==> config.mk <==
export PLATFORM = sky130hd
export DESIGN_NAME = lpcg_ctrl
export DESIGN_NICKNAME = d
export VERILOG_FILES = /design/src/core/lpcg_pkg.sv /design/src/core/lpcg_ctrl.sv
export SDC_FILE = /design/constraint.sdc
export NUM_CORES = 1
export LEC_CHECK = 0
export CAP_MARGIN = 20
export CORE_MARGIN = 4
export CORE_UTILIZATION = 65
export CTS_BUF_LIST = sky130_fd_sc_hd__clkbuf_8
export CTS_CLUSTER_SIZE = 28
export DETAILED_ROUTE_END_ITERATION = 10
export DONT_BUFFER_PORTS = 1
export PLACE_DENSITY = 0.79
export SLEW_MARGIN = 20
export SYNTH_ARGS = -nofsm -noshare
export SYNTH_HDL_FRONTEND = slang
export SYNTH_SLANG_ARGS = --single-unit
==> constraint.sdc <==
create_clock -name hclk -period 5.6 [get_ports hclk]
set_input_delay 0.84 -clock hclk [delete_from_list [all_inputs] [get_ports hclk]]
set_output_delay 0.84 -clock hclk [all_outputs]
set_load 0.005 [all_outputs]
==> src/core/lpcg_pkg.sv <==
package lpcg_pkg;

  // Register byte addresses
  localparam logic [11:0] LPCG_MODE_OFS   = 12'h000;
  localparam logic [11:0] LPCG_SRC_OFS    = 12'h004;
  localparam logic [11:0] LPCG_IE_OFS     = 12'h008;
  localparam logic [11:0] LPCG_STAT_OFS   = 12'h00c;
  localparam logic [11:0] LPCG_VEC_OFS    = 12'h010;

  // Field positions
  localparam int LPCG_SRC_ACLK_HF_BIT  = 0;
  localparam int LPCG_SRC_MAIN_DTO_BIT = 1;
  localparam int LPCG_IE_GIE_BIT       = 16;

  // Reset values
  localparam logic [2:0]  LPCG_MODE_RST = 3'h0;
  localparam logic [1:0]  LPCG_SRC_RST  = 2'h2;
  localparam logic [15:0] LPCG_IE_RST   = 16'h0000;

  // Vector table at the top of the 16-bit address space
  localparam logic [15:0] LPCG_VEC_BASE  = 16'hffe0;
  localparam logic [15:0] LPCG_VEC_RESET = 16'hfffe;

  // Oscillator settling
  localparam int LPCG_DTO_SETTLE_NS = 6000;
  localparam int LPCG_CLK_PERIOD_NS = 10;
  localparam int LPCG_DTO_SETTLE_CYC = LPCG_DTO_SETTLE_NS / LPCG_CLK_PERIOD_NS;

  // Operating states, encoded as software writes them
  localparam logic [2:0] LPCG_FULL_RUN_STATE = 3'h0;
  localparam logic [2:0] LPCG_SLEEP_LEVEL_0  = 3'h1;
  localparam logic [2:0] LPCG_SLEEP_LEVEL_1  = 3'h2;
  localparam logic [2:0] LPCG_SLEEP_LEVEL_2  = 3'h3;
  localparam logic [2:0] LPCG_SLEEP_LEVEL_3  = 3'h4;
  localparam logic [2:0] LPCG_SLEEP_LEVEL_4  = 3'h5;

  typedef enum logic [3:0] {
    LPCG_ST_RUN    = 4'b0001,
    LPCG_ST_SLEEP  = 4'b0010,
    LPCG_ST_SETTLE = 4'b0100,
    LPCG_ST_SERVE  = 4'b1000
  } lpcg_state_t;

endpackage

==> src/core/lpcg_ctrl.sv <==
`timescale 1ns/10ps
`default_nettype none

// How it works
// - In the full-run state all three clocks run.
// - Sleep level 0 halts the core and gates its clock; auxiliary and peripheral clocks run.
// - Sleep level 1 is level 0 plus the tuned oscillator off when it does not feed the core.
// - Sleep level 2 stops core and peripheral clocks, keeps the oscillator and auxiliary clock.
// - Sleep level 3 stops core and peripheral clocks and the oscillator, keeps auxiliary clock.
// - Sleep level 4 stops every clock, the oscillator and the crystal.
// - Six states in all, each picked by a software write.
// - An interrupt wakes any sleep level, runs its handler and returns to the same level.
// - Vectors sit at the top 32 bytes; each holds the handler's 16-bit address.
// - A nonmaskable source is taken regardless of both enables.
// - A partially maskable source obeys its own enable but not the general one.
// - The auxiliary clock comes from the watch crystal or the fast crystal.
// - The core runs on the main clock and peripherals on the peripheral clock.
// - The tuned oscillator is taken as stable 6 us after start.
// - Unassigned register bits hold no storage and read zero.
module lpcg_ctrl
  import lpcg_pkg::*;
#(
  parameter int NSRC = 16
) (
  input  wire logic             hclk,
  input  wire logic             hresetn,
  input  wire logic             clk_en,
  input  wire logic             hsel,
  input  wire logic [11:0]      haddr,
  input  wire logic [1:0]       htrans,
  input  wire logic             hwrite,
  input  wire logic [2:0]       hsize,
  input  wire logic [31:0]      hwdata,
  input  wire logic             hready,
  output logic [31:0]           hrdata,
  output logic                  hreadyout,
  output logic                  hresp,
  input  wire logic [NSRC-1:0]  irq_req,
  input  wire logic [NSRC-1:0]  irq_nmi,
  input  wire logic [NSRC-1:0]  irq_pmask,
  input  wire logic             irq_return,
  output logic                  irq_ack,
  output logic [15:0]           vec_addr,
  output logic                  cpu_halt,
  output logic                  main_clk_en,
  output logic                  peripheral_clock_en,
  output logic                  aux_clk_en,
  output logic                  aux_src_hf,
  output logic                  dto_dc_en,
  output logic                  xtal_en
);

  ////////////////////////////////////////////////////////////////////////////
  // Bus slave
  logic        ap_we_q, ap_we_d;
  logic        ap_re_q, ap_re_d;
  logic [11:0] ap_adr_q, ap_adr_d;
  logic [2:0]  mode_q, mode_d;
  logic [1:0]  src_q, src_d;
  logic [NSRC-1:0] ie_q, ie_d;
  logic        gie_q, gie_d;
  logic [31:0] rdata_q, rdata_d;
  lpcg_state_t st_q, st_d;
  logic [2:0]  saved_q, saved_d;
  logic [15:0] cnt_q, cnt_d;
  logic [3:0]  src_idx_q, src_idx_d;
  logic [15:0] vec_q, vec_d;
  logic        ack_q, ack_d;
  logic [NSRC-1:0] eligible;
  logic [3:0]  pick;
  logic        any_irq;
  logic        need_dto;
  logic        wr_mode;

  assign hreadyout = 1'b1;
  assign hresp     = 1'b0;
  assign hrdata    = rdata_q;

  always_comb begin
    ap_we_d  = ap_we_q;
    ap_re_d  = ap_re_q;
    ap_adr_d = ap_adr_q;
    if (hready) begin
      ap_we_d  = hsel && htrans[1] && hwrite;
      ap_re_d  = hsel && htrans[1] && !hwrite;
      ap_adr_d = haddr;
    end
  end

  assign wr_mode = ap_we_q && (ap_adr_q == LPCG_MODE_OFS);

  always_comb begin
    src_d   = src_q;
    ie_d    = ie_q;
    gie_d   = gie_q;
    rdata_d = 32'h0000_0000;
    if (ap_we_q) begin
      case (ap_adr_q)
        LPCG_SRC_OFS: src_d = hwdata[1:0];
        LPCG_IE_OFS: begin
          ie_d  = hwdata[NSRC-1:0];
          gie_d = hwdata[LPCG_IE_GIE_BIT];
        end
        default: ;
      endcase
    end
    if (ap_re_d) begin
      // Unassigned bits have no flop behind them and read zero
      case (ap_adr_d)
        LPCG_MODE_OFS: rdata_d = {29'h0, mode_q};
        LPCG_SRC_OFS:  rdata_d = {30'h0, src_q};
        LPCG_IE_OFS:   rdata_d = {15'h0, gie_q, 16'(ie_q)};
        LPCG_STAT_OFS: rdata_d = {20'h0, 4'(st_q), 5'h0, saved_q};
        LPCG_VEC_OFS:  rdata_d = {16'h0, vec_q};
        default:       rdata_d = 32'h0000_0000;
      endcase
    end
  end

  ////////////////////////////////////////////////////////////////////////////
  // Interrupt selection
  always_comb begin
    eligible = irq_req & (irq_nmi | (irq_pmask & ie_q) | (ie_q & {NSRC{gie_q}}));
    any_irq  = |eligible;
    pick     = 4'h0;
    for (int i = NSRC - 1; i >= 0; i--) begin
      if (eligible[i]) pick = 4'(i);
    end
  end

  // The tuned oscillator must restart if the level switched it off
  assign need_dto = !dto_dc_en;

  ////////////////////////////////////////////////////////////////////////////
  // Power state machine
  always_comb begin
    st_d      = st_q;
    mode_d    = mode_q;
    saved_d   = saved_q;
    cnt_d     = cnt_q;
    src_idx_d = src_idx_q;
    vec_d     = vec_q;
    ack_d     = 1'b0;
    case (st_q)
      LPCG_ST_RUN: begin
        if (wr_mode && hwdata[2:0] <= LPCG_SLEEP_LEVEL_4) begin
          mode_d = hwdata[2:0];
          if (hwdata[2:0] != LPCG_FULL_RUN_STATE) st_d = LPCG_ST_SLEEP;
        end
      end
      LPCG_ST_SLEEP: begin
        if (any_irq) begin
          // Clocks restart at the wake edge so the settle count covers the whole start-up
          mode_d    = LPCG_FULL_RUN_STATE;
          saved_d   = mode_q;
          src_idx_d = pick;
          cnt_d     = need_dto ? 16'(LPCG_DTO_SETTLE_CYC) : 16'h0001;
          st_d      = LPCG_ST_SETTLE;
        end
      end
      LPCG_ST_SETTLE: begin
        mode_d = LPCG_FULL_RUN_STATE;
        cnt_d  = cnt_q - 16'h0001;
        if (cnt_q <= 16'h0001) begin
          vec_d = LPCG_VEC_BASE + {11'h0, src_idx_q, 1'b0};
          ack_d = 1'b1;
          st_d  = LPCG_ST_SERVE;
        end
      end
      LPCG_ST_SERVE: begin
        if (irq_return) begin
          mode_d = saved_q;
          st_d   = (saved_q == LPCG_FULL_RUN_STATE) ? LPCG_ST_RUN : LPCG_ST_SLEEP;
        end
      end
      default: st_d = LPCG_ST_RUN;
    endcase
  end

  always_ff @(posedge hclk or negedge hresetn) begin
    if (!hresetn) begin
      ap_we_q   <= 1'b0;
      ap_re_q   <= 1'b0;
      ap_adr_q  <= 12'h000;
      mode_q    <= LPCG_MODE_RST;
      src_q     <= LPCG_SRC_RST;
      ie_q      <= '0;
      gie_q     <= 1'b0;
      rdata_q   <= 32'h0000_0000;
      st_q      <= LPCG_ST_RUN;
      saved_q   <= LPCG_MODE_RST;
      cnt_q     <= 16'h0000;
      src_idx_q <= 4'h0;
      vec_q     <= LPCG_VEC_RESET;
      ack_q     <= 1'b0;
    end else if (clk_en) begin
      ap_we_q   <= ap_we_d;
      ap_re_q   <= ap_re_d;
      ap_adr_q  <= ap_adr_d;
      mode_q    <= mode_d;
      src_q     <= src_d;
      ie_q      <= ie_d;
      gie_q     <= gie_d;
      rdata_q   <= rdata_d;
      st_q      <= st_d;
      saved_q   <= saved_d;
      cnt_q     <= cnt_d;
      src_idx_q <= src_idx_d;
      vec_q     <= vec_d;
      ack_q     <= ack_d;
    end
  end

  ////////////////////////////////////////////////////////////////////////////
  // Clock gates, decoded straight from the current level
  always_comb begin
    main_clk_en         = (mode_q == LPCG_FULL_RUN_STATE);
    cpu_halt            = !main_clk_en || (st_q == LPCG_ST_SETTLE);
    peripheral_clock_en = (mode_q <= LPCG_SLEEP_LEVEL_1);
    aux_clk_en          = (mode_q != LPCG_SLEEP_LEVEL_4);
    xtal_en             = aux_clk_en;
    dto_dc_en           = (mode_q <= LPCG_SLEEP_LEVEL_0) || (mode_q == LPCG_SLEEP_LEVEL_2)
                       || (mode_q == LPCG_SLEEP_LEVEL_1 && src_q[LPCG_SRC_MAIN_DTO_BIT]);
    aux_src_hf          = src_q[LPCG_SRC_ACLK_HF_BIT];
  end

  assign irq_ack  = ack_q;
  assign vec_addr = vec_q;

  // Unbroken run time of the tuned oscillator, held at the settle count
  // Out of reset the oscillator counts as settled, so an early wake is not flagged
  logic [15:0] osc_run_q, osc_run_d;

  always_comb begin
    osc_run_d = osc_run_q;
    if (!dto_dc_en) begin
      osc_run_d = 16'h0000;
    end else if (osc_run_q < 16'(LPCG_DTO_SETTLE_CYC)) begin
      osc_run_d = osc_run_q + 16'h0001;
    end
  end

  always_ff @(posedge hclk or negedge hresetn) begin
    if (!hresetn) begin
      osc_run_q <= 16'(LPCG_DTO_SETTLE_CYC);
    end else if (clk_en) begin
      osc_run_q <= osc_run_d;
    end
  end
endmodule

`default_nettype wire

==> results of run 1 <==
-- cells in the mapped netlist (4+ instances only) --
cell	instances	share of area, %
dfrtp_1	79	41
nor2_1	43	3.3
nand2_1	42	3.2
mux2_2	34	7.9
buf_4	32	4.9
o21ai_0	31	3.2
nor3_1	27	2.8
a21oi_1	23	2.4
clkbuf_1	12	0.93
o2bb2ai_1	12	2.2
nor4_1	11	1.4
o21ai_1	10	1.0
o22a_1	9	1.6
o31ai_1	7	1.1
a22oi_1	6	0.93
dfstp_2	6	3.2
xnor2_1	6	1.1
a221o_1	5	1.0
inv_1	5	0.39
or2_2	5	0.64
a31oi_1	4	0.51
buf_2	4	0.41
mux2_4	4	1.2
mux2i_1	4	0.82
nor3_2	4	0.82
o22ai_1	4	0.51
-- worst max-delay path, stage by stage, from the launching register on --
cell	delay [ns]
dfrtp_1	0.60
nor3_1	0.40
o22ai_1	0.21
or4b_4	0.60
o31ai_4	0.65
nor3_1	0.14
xnor2_1	0.19
nor2_1	0.06
-- area by class of cell --
class                           instances  share of cell area (%)
Clock buffer                            9                   2.485
Sequential cell                        85                   42.82
Inverter                                5                  0.3765
Clock inverter                          7                   2.309
Tap cell                               99                   2.485
Timing Repair Buffer                    1                  0.2259
Multi-Input combinational cell        372                   49.30
-- sequential cells by signal, summed over array words and instances (netlist names), 3 cells and up --
register	flops
vec_addr	4
hrdata	17
cnt_q	16
mode_q	3
saved_q	3
ap_adr_q	12
ie_q	16
src_idx_q	4
st_q	4
-- worst min-delay path by stage --
stage / start / to / slack [ns] / cells after the start
detailed placement: src_idx_q[1] / src_idx_q[1] / 0.49 / 2
global route: hresetn / ap_adr_q[4] / 0.15 / 0
CTS: hresetn / ap_adr_q[4] / 0.16 / 0
finish: hresetn / hrdata[10] / 0.18 / 0
global placement: src_idx_q[1] / src_idx_q[1] / 0.46 / 2
floorplan: src_idx_q[1] / src_idx_q[1] / 0.45 / 2
-- through the flow --
step | power [uW] | setup WS, ns | area (um^2)
6_report | 1986 | 2.637 | 4985
2_1_floorplan | 1391 | 2.888 | 4962
3_5_place_dp | 1477 | 2.482 | 4731
3_3_place_gp | 1443 | 2.522 | 4731
4_1_cts | 1988 | 2.676 | 4970
5_1_grt | 2110 | 2.368 | 4985
-- power by group through the flow --
stage / Combinational, uW / Clock, uW / Sequential [uW]
after floorplan: 550 / 0 / 841
after global placement: 528 / 0 / 915
after detailed placement: 548 / 0 / 929
after CTS: 550 / 521 / 917
after global routing: 623 / 549 / 938
final: 551 / 516 / 919
-- logic make-up after synthesis --
kind of cell / count (synthesis) / share of synthesized area, %
AO/OA/AOI/OAI: 127 / 17.81
flip-flops: 85 / 43.91
AND/OR/NAND/NOR: 164 / 18.25
buffers and inverters: 57 / 7.696
other: 2 / 0.1545
adder cells (fa/ha/maj): 2 / 0.5147
multiplexers: 43 / 10.40
XOR/XNOR: 7 / 1.261
-- layer usage --
metal	vias to the layer above	global-route usage (%)	routed length [um]
li1	1709	-	-
met1	1798	36.60	4840
met2	203	44.33	5675
met3	27	7.490	1169
met4	0	12.98	327
met5	-	0	0
==> flow_metrics.tcl, run 1 <==
set metrics [dict create \
    port_buffers 0 \
    critical_path_required_ns 5.82 \
    power_density_nw_per_um2 398.5 \
    drive_gt1_share_pct 17.95 \
    max_freq_ghz 0.3375 \
    pwr-share-comb_pct 27.8 \
    min_path_type "in -> async" \
    path_class "reg -> reg" \
    crit_start "gie_q" \
    ys_seq_elements 85 \
    arrival_ns 3.18 \
    syn_area_um2 4861 \
    max_slew_margin_pct 40.36 \
    wl_um 12010 \
    drtIter0Drc 248 \
    grt_pass1_vias 3782 \
    leakagePower_uw 0.002108 \
    fin_hold_ws_ns 0.1759 \
    area_growth_pct 2.548 \
    rr_worst_depth 7 \
    crit_path_end "cnt_q[10]" \
    finish.utilization_pct 68.73 \
    power.switching_uw 700.0 \
    grt_pass1_wl_um 19140 \
    rows 31 \
    synth-seq-area-share_pct 43.91 \
    synthFlopType "dfrtp_1" \
    p_clk_share_pct 26.0 \
    drc 0 \
    die_y_um 94.48 \
    cts_setup_buffers 0 \
    period_needed_ns 2.963 \
    die_w_um 94.48 \
    final_cells 578 \
    worst_setup_path_end_kind "register" \
    setup_violations 0 \
    core_um2 7253 \
    cts_buffers 9 \
    grt.total_usage_pct 28.20 \
    slew_viol_final 0 \
    synth_cells 487 \
    switching_share_pct 35.24 \
    r2r_setup_slack_ns 2.64 \
    htreeDepth 3 \
    final_cell_mix "79 x dfrtp_1, 43 x nor2_1, 42 x nand2_1, 34 x mux2_2, 31 x o21ai_0" \
    final_common_cell "dfrtp_1" \
    vias_per_cell 6.465 \
    cp-start-kind "register" \
    multiInputGateArea_um2 2457 \
    synth-edff-count 0 \
    cts-resized-gates 0 \
    wl_per_cell_um 20.78 \
    avgSynthCellArea_um2 9.981 \
    grt-ovfl-total 0 \
    synth.distinct_cells 67 \
    clk_path_buf_depth 2 \
    final_net_count 580 \
    maxCapViolCount 0 \
    totalNegativeSetupSlack_ns 0 \
    intPower_uw 1286 \
    num_io_pins 162 \
    clkSinkCount 85 \
    ctsHoldBuffers 0 \
    initial_utilization_pct 67.02 \
    status "completed" \
    nFillCells 580 \
    ys_async_sr_fraction_pct 100.0 \
    clk_latency_ns 0.35 \
    worst_pin_slew_ns 0.8864 \
    ant_nets 0 \
    finalHoldViolCount 0 \
    crit-reg2reg-capture "cnt_q[10]" \
    dp_hpwl_um 8920 \
    pwr-share-seq_pct 46.3 \
    yosysWarnings 0 \
    grt_max_degree 86 \
    dp_cells 561 \
    dr_total_vias 3737 \
    clockRootBuffer "clkbuf_8" \
    r2r_start "gie_q" \
    ir_worst_vdd_uv 159.6 \
    fin_skew_ns 0.01054 \
    grt_setup_unrepaired "false" \
    dieArea_um2 8926 \
    cts_tree "done" \
    fin_crit_sh_pct 52.92 \
    place_congestion 0.8727 \
    n_antenna_cell 0 \
    clk_transition_reported_paths_ns 0.09 \
    dr.pass1.iters 5 \
    antenna_found_initial 0 \
    seq_area_um2 2135 \
    worstPathMaxFanout 18 \
]
No activity file was read; power rests on OpenSTA's default activity.
==> run 2: changes to the inputs <==
==> constraint.sdc (replaced) <==
create_clock -name hclk -period 3 [get_ports hclk]
set_input_delay 0.45 -clock hclk [delete_from_list [all_inputs] [get_ports hclk]]
set_output_delay 0.45 -clock hclk [all_outputs]
set_load 0.005 [all_outputs]
==> flow_metrics.tcl, run 2 (synthesized netlist as in run 1, its figures left out) <==
set metrics [dict create \
    status "complete, but fails checks" \
    violations "negative hold slack" \
    drc 0 \
    stdcell_area_um2 5056 \
    pwr-share-seq_pct 45.5 \
    fin_crit_sh_pct 92.90 \
    num_io_pins 162 \
    min_path_type "in -> async" \
    p_clk_share_pct 23.6 \
    switching_share_pct 37.66 \
    max_slew_margin_pct 60.85 \
    grt_pass1_vias 3781 \
    core_um2 7253 \
    ir_worst_vdd_uv 377.4 \
    grt-ovfl-total 0 \
    intPower_uw 2291 \
    die_w_um 94.48 \
    clkSinkCount 85 \
    critical_path_required_ns 3.24 \
    area_growth_pct 4.015 \
    period_needed_ns 2.787 \
    htreeDepth 3 \
    drive_gt1_share_pct 20.00 \
    initial_utilization_pct 67.02 \
    wl_um 11990 \
    path_class "reg -> reg" \
    slew_viol_final 0 \
    antenna_found_initial 0 \
    ant_nets 0 \
    pwr-share-comb_pct 30.9 \
    rows 31 \
    setup_violations 0 \
    slowest_stage "or4b_4" \
    power_density_nw_per_um2 726.7 \
    final_cells 589 \
    largest_reg_flops 17 \
    max_freq_ghz 0.3588 \
    leakagePower_uw 0.002154 \
    fin_hold_ws_ns -0.02521 \
    grt_pass1_wl_um 19180 \
    power.switching_uw 1384 \
    worst_setup_path_end_kind "register" \
    clk_latency_ns 0.36 \
    clockRootBuffer "clkbuf_8" \
    fin_skew_ns 0.01069 \
    rr_worst_depth 7 \
    place_congestion 0.8942 \
    dr_total_vias 3775 \
    final_common_cell "dfrtp_1" \
    maxCapViolCount 0 \
    port_buffers 0 \
    worst_pin_slew_ns 0.5710 \
    dp_hpwl_um 9013 \
    n_antenna_cell 0 \
    final_net_count 591 \
    totalNegativeSetupSlack_ns 0 \
    path_cells "nor3_1 -> o22ai_1 -> or4b_4 -> o31ai_4 -> buf_4 -> a21oi_1 -> o22a_1" \
    clk_transition_reported_paths_ns 0.10 \
    cts_buffers 9 \
    post_dp_cell_area_um2 4813 \
    clk_path_buf_depth 2 \
    grt.total_usage_pct 27.82 \
    nFillCells 583 \
    drtIter0Drc 211 \
    arrival_ns 3.03 \
    dieArea_um2 8926 \
    grt_max_degree 86 \
    finalHoldViolCount 13 \
    dp_cells 572 \
    cp-start-kind "register" \
    grt_setup_unrepaired "false" \
    worstPathMaxFanout 18 \
    dr.pass1.iters 4 \
    cts_tree "done" \
    final_cell_mix "79 x dfrtp_1, 43 x nor2_1, 42 x nand2_1, 34 x mux2_2, 31 x o21ai_0" \
    wl_per_cell_um 20.35 \
    die_y_um 94.48 \
    slowest_delay_ns 0.62 \
    vias_per_cell 6.409 \
]
==> run 2: changes by cell type in the layout (fill, tap and decap cells not counted), sizes merged <==
cell    change
bufinv      -2
buf        +11
inv         +4
clkinv      -2
==> run 2: final timing paths <==
path                              start            to  slack, ns
max                               gie_q      cnt_q[4]       0.21
min                             hresetn    saved_q[0]      -0.03
max reg2reg                       gie_q      cnt_q[4]       0.21
min reg2reg                src_idx_q[1]  src_idx_q[1]       0.49
max in group asynchronous       hresetn   vec_addr[1]       2.66
min in group hclk                clk_en       irq_ack       0.17
==> run 2: layer usage <==
metal  wire (um)  part of all wire, %  global-route usage (%)  vias up
met2        5690                   47                   44.03      177
met3        1102                  9.2                   7.490       24
met1        4987                   42                   37.40     1838
met5           0                    0                       0        -
li1            -                    -                       -     1736
met4         205                  1.7                   9.014        0
==> run 2: worst max-delay path: cells and delay by family (launching register included) <==
kind | cells | cell delay, ns
flip-flops | 1 | 0.60
AND/OR/NAND/NOR | 2 | 0.99
buffers and inverters | 1 | 0.25
AO/OA/AOI/OAI | 4 | 0.83
==> run 2: timing repair <==
action | CTS | global route
buffers inserted | 0 | 0
gates resized for setup | 0 | 1
endpoints found under the hold margin | 85 | 0
hold buffers | 1 | 0
setup endpoints to repair | 0 | 1
==> run 2: final cells by class <==
type / count / area [um^2] / share of cell area [%]
Multi-Input combinational cell: 372 / 2459 / 48.63
Sequential cell: 85 / 2135 / 42.22
Clock buffer: 9 / 123.9 / 2.450
Tap cell: 99 / 123.9 / 2.450
Timing Repair Buffer: 12 / 110.1 / 2.178
Clock inverter: 7 / 86.33 / 1.707
Inverter: 5 / 18.77 / 0.3712
==> run 2: metrics by stage <==
| step | setup slack, ns | power (uW) | hold slack (ns) | util (%) |
|---|---|---|---|---|
| global route | 0.02731 | 3918 | 0.009412 | 69.71 |
| CTS | 0.2458 | 3677 | 0.006260 | 69.64 |
| finish | 0.2131 | 3674 | -0.02521 | 69.71 |
| floorplan | 0.6535 | 2596 | 0.1544 | - |
| global placement | 0.3566 | 2730 | 0.1567 | 66.36 |
| detailed placement | 0.2617 | 2789 | 0.1570 | 66.36 |
==> run 2: power groups by stage <==
stage / logic (uW) / clock network, uW / registers, uW
2_1_floorplan: 1030 / 0 / 1570
3_3_place_gp: 1060 / 0 / 1670
3_5_place_dp: 1100 / 0 / 1690
4_1_cts: 1130 / 875 / 1670
5_1_grt: 1280 / 928 / 1710
6_report: 1140 / 867 / 1670
==> run 3: changes to the inputs <==
--- a/config.mk
+++ b/config.mk
@@ -5,14 +5,16 @@
 export SDC_FILE = /design/constraint.sdc
 export NUM_CORES = 1
 export LEC_CHECK = 0
+export ABC_AREA = 1
 export CAP_MARGIN = 20
 export CORE_MARGIN = 4
-export CORE_UTILIZATION = 65
+export CORE_UTILIZATION = 60
 export CTS_BUF_LIST = sky130_fd_sc_hd__clkbuf_8
 export CTS_CLUSTER_SIZE = 28
 export DETAILED_ROUTE_END_ITERATION = 10
 export DONT_BUFFER_PORTS = 1
-export PLACE_DENSITY = 0.79
+export PLACE_DENSITY = 0.77
+export REMOVE_ABC_BUFFERS = 1
 export SLEW_MARGIN = 20
 export SYNTH_ARGS = -nofsm -noshare
 export SYNTH_HDL_FRONTEND = slang
==> constraint.sdc (replaced) <==
create_clock -name hclk -period 2.3 [get_ports hclk]
set_input_delay 0.345 -clock hclk [delete_from_list [all_inputs] [get_ports hclk]]
set_output_delay 0.345 -clock hclk [all_outputs]
set_load 0.005 [all_outputs]
==> flow_metrics.tcl, run 3 <==
set metrics [dict create \
    status "completed" \
    cts_tree "done" \
    synthFlopType "dfrtp_1" \
    grt_pass1_wl_um 18250 \
    slowest_stage "dfrtp_2" \
    leakagePower_uw 0.002472 \
    dp_hpwl_um 8226 \
    synth-edff-count 0 \
    min_path_type "in -> reg" \
    finalHoldViolCount 0 \
    htreeDepth 3 \
    die_y_um 97.38 \
    die_w_um 97.38 \
    slowest_delay_ns 0.43 \
    num_io_pins 162 \
    antenna_found_initial 0 \
    clk_transition_reported_paths_ns 0.08 \
    drive_gt1_share_pct 10.32 \
    vias_per_cell 5.545 \
    totalNegativeSetupSlack_ns 0 \
    clkSinkCount 85 \
    ys_async_sr_fraction_pct 100.0 \
    period_needed_ns 2.142 \
    yosysWarnings 0 \
    wl_per_cell_um 15.44 \
    dr_total_vias 4009 \
    final_net_count 721 \
    path_class "reg -> reg" \
    cts_buffers 9 \
    synth_top_area_share_pct 41.24 \
    clockRootBuffer "clkbuf_8" \
    grt_pass1_vias 3885 \
    post_dp_cell_area_um2 4772 \
    largest_reg_flops 17 \
    arrival_ns 2.38 \
    grt.total_usage_pct 23.42 \
    finalPower_uw 4561 \
    cp_common_cell "nor2_1" \
    area_growth_pct 6.030 \
    fin_hold_ws_ns 0.1221 \
    cp-start-kind "register" \
    initial_utilization_pct 61.71 \
    maxCapViolCount 0 \
    fin_crit_sh_pct 93.12 \
    grt_max_degree 86 \
    grt-ovfl-total 0 \
    wl_um 11170 \
    synthTopCellsByArea "dfrtp_1 41%, nand2_1 8.9%, nor2_1 6.1%, inv_1 5.7%, o21ai_0 5.2%" \
    max_freq_ghz 0.4669 \
    final_cell_mix "114 x nand2_1, 78 x nor2_1, 78 x dfrtp_1, 74 x inv_1, 49 x o21ai_0" \
    power_density_nw_per_um2 897.4 \
    critical_path_required_ns 2.54 \
    synth_top_area_cell "dfrtp_1" \
    rows 32 \
    nFillCells 678 \
    worst_setup_path_end_kind "register" \
    drc 0 \
    dr.pass1.iters 5 \
    slew_viol_final 0 \
    stdcell_area_um2 5082 \
    place_congestion 0.9085 \
    synth_cells 608 \
    avgSynthCellArea_um2 7.884 \
    ir_worst_vdd_uv 331.0 \
    synth-seq-area-share_pct 44.53 \
    drtIter0Drc 218 \
    setup_violations 0 \
    path_cells "buf_12 -> nor2_1 -> nor2_1 -> o21ai_0 -> nand2_1 -> nor2_2 -> nand4_1 -> inv_2 -> nand2_2 -> nand2_8 -> nor2_1 -> nand2_1 -> xor2_1 -> nor2_1" \
    ys_seq_elements 85 \
    ant_nets 0 \
    worstPathMaxFanout 15 \
    synthTopCellsByCount "114 x nand2_1, 79 x dfrtp_1, 78 x nor2_1" \
    final_common_cell "nand2_1" \
    clk_path_buf_depth 2 \
    core_um2 7767 \
    synth.most_common_cell "nand2_1" \
    port_buffers 0 \
    grt_setup_unrepaired "false" \
    worst_pin_slew_ns 0.5786 \
    finish.utilization_pct 65.43 \
    syn_area_um2 4793 \
    fin_skew_ns 0.01067 \
    max_slew_margin_pct 61.34 \
    synth.distinct_cells 43 \
    clk_latency_ns 0.36 \
    dieArea_um2 9483 \
]
-- run 3: timing repair --
item / 4_1_cts / 5_1_grt
gates resized for setup: 0 / 3
endpoints found under the setup margin: 0 / 29
buffers inserted: 0 / 3
endpoints found under the hold margin: 85 / 85
-- run 3: path summary, 6_finish.rpt --
path	from	to	slack [ns]	depth (start not counted)
max in group asynchronous	hresetn	src_q[1]	1.36	2
worst max-delay path	gie_q	cnt_q[13]	0.16	14
worst min register to register	cnt_q[2]	cnt_q[2]	0.47	1
min in group asynchronous	hresetn	cnt_q[0]	0.53	2
worst min-delay path	hready	ap_adr_q[7]	0.12	2
worst max register to register	gie_q	cnt_q[13]	0.16	14
-- run 3: cell type report --
type	instances	area (um^2)	share of cell area [%]
Clock inverter	6	87.58	1.723
Sequential cell	85	2136	42.02
Multi-Input combinational cell	427	2155	42.39
Tap cell	102	127.6	2.511
Timing Repair Buffer	15	147.6	2.905
Clock buffer	10	137.6	2.708
Antenna cell	1	2.502	0.04924
Inverter	77	289.0	5.687
-- run 3: logic make-up (layout without fill, tap and decap cells) --
family / after synthesis / after routing / share of synthesized area (%)
and+or+nand+nor: 248 / 248 / 22.29
AOI/OAI and AO/OA: 135 / 135 / 16.99
DFF: 85 / 85 / 44.53
adders and majority gates: 2 / 2 / 0.5220
other: 2 / 30 / 0.1567
buffers and inverters: 123 / 108 / 12.82
xor gates and xnor gates: 7 / 7 / 1.279
muxes: 6 / 6 / 1.409
-- run 3: per-stage QoR --
stage	std cells	setup slack [ns]
after floorplan	589	0.1550
after global placement	701	0.07922
after detailed placement	701	0.05350
after CTS	717	0.008207
after global routing	722	0.01071
final	723	0.1582
-- run 3: power breakdown --
group	internal (uW)	switching (uW)	total (uW)
sequential	1800	264	2060
clock	639	539	1180
combinational	456	864	1320
-- run 3: critical path, delay by kind of cell (launching register included) --
kind,cells,cell delay [ns]
and+or+nand+nor,10,1.00
DFF,1,0.43
buffers and inverters,2,0.22
AOI/OAI and AO/OA,1,0.22
xor gates and xnor gates,1,0.15
-- run 3: layer usage --
layer | vias to the layer above | global-route usage (%) | wire [um]
li1 | 1951 | - | -
met3 | 18 | 5.384 | 753
met1 | 1905 | 30.39 | 4793
met4 | 0 | 7.348 | 167
met5 | - | 0 | 0
met2 | 135 | 39.01 | 5451
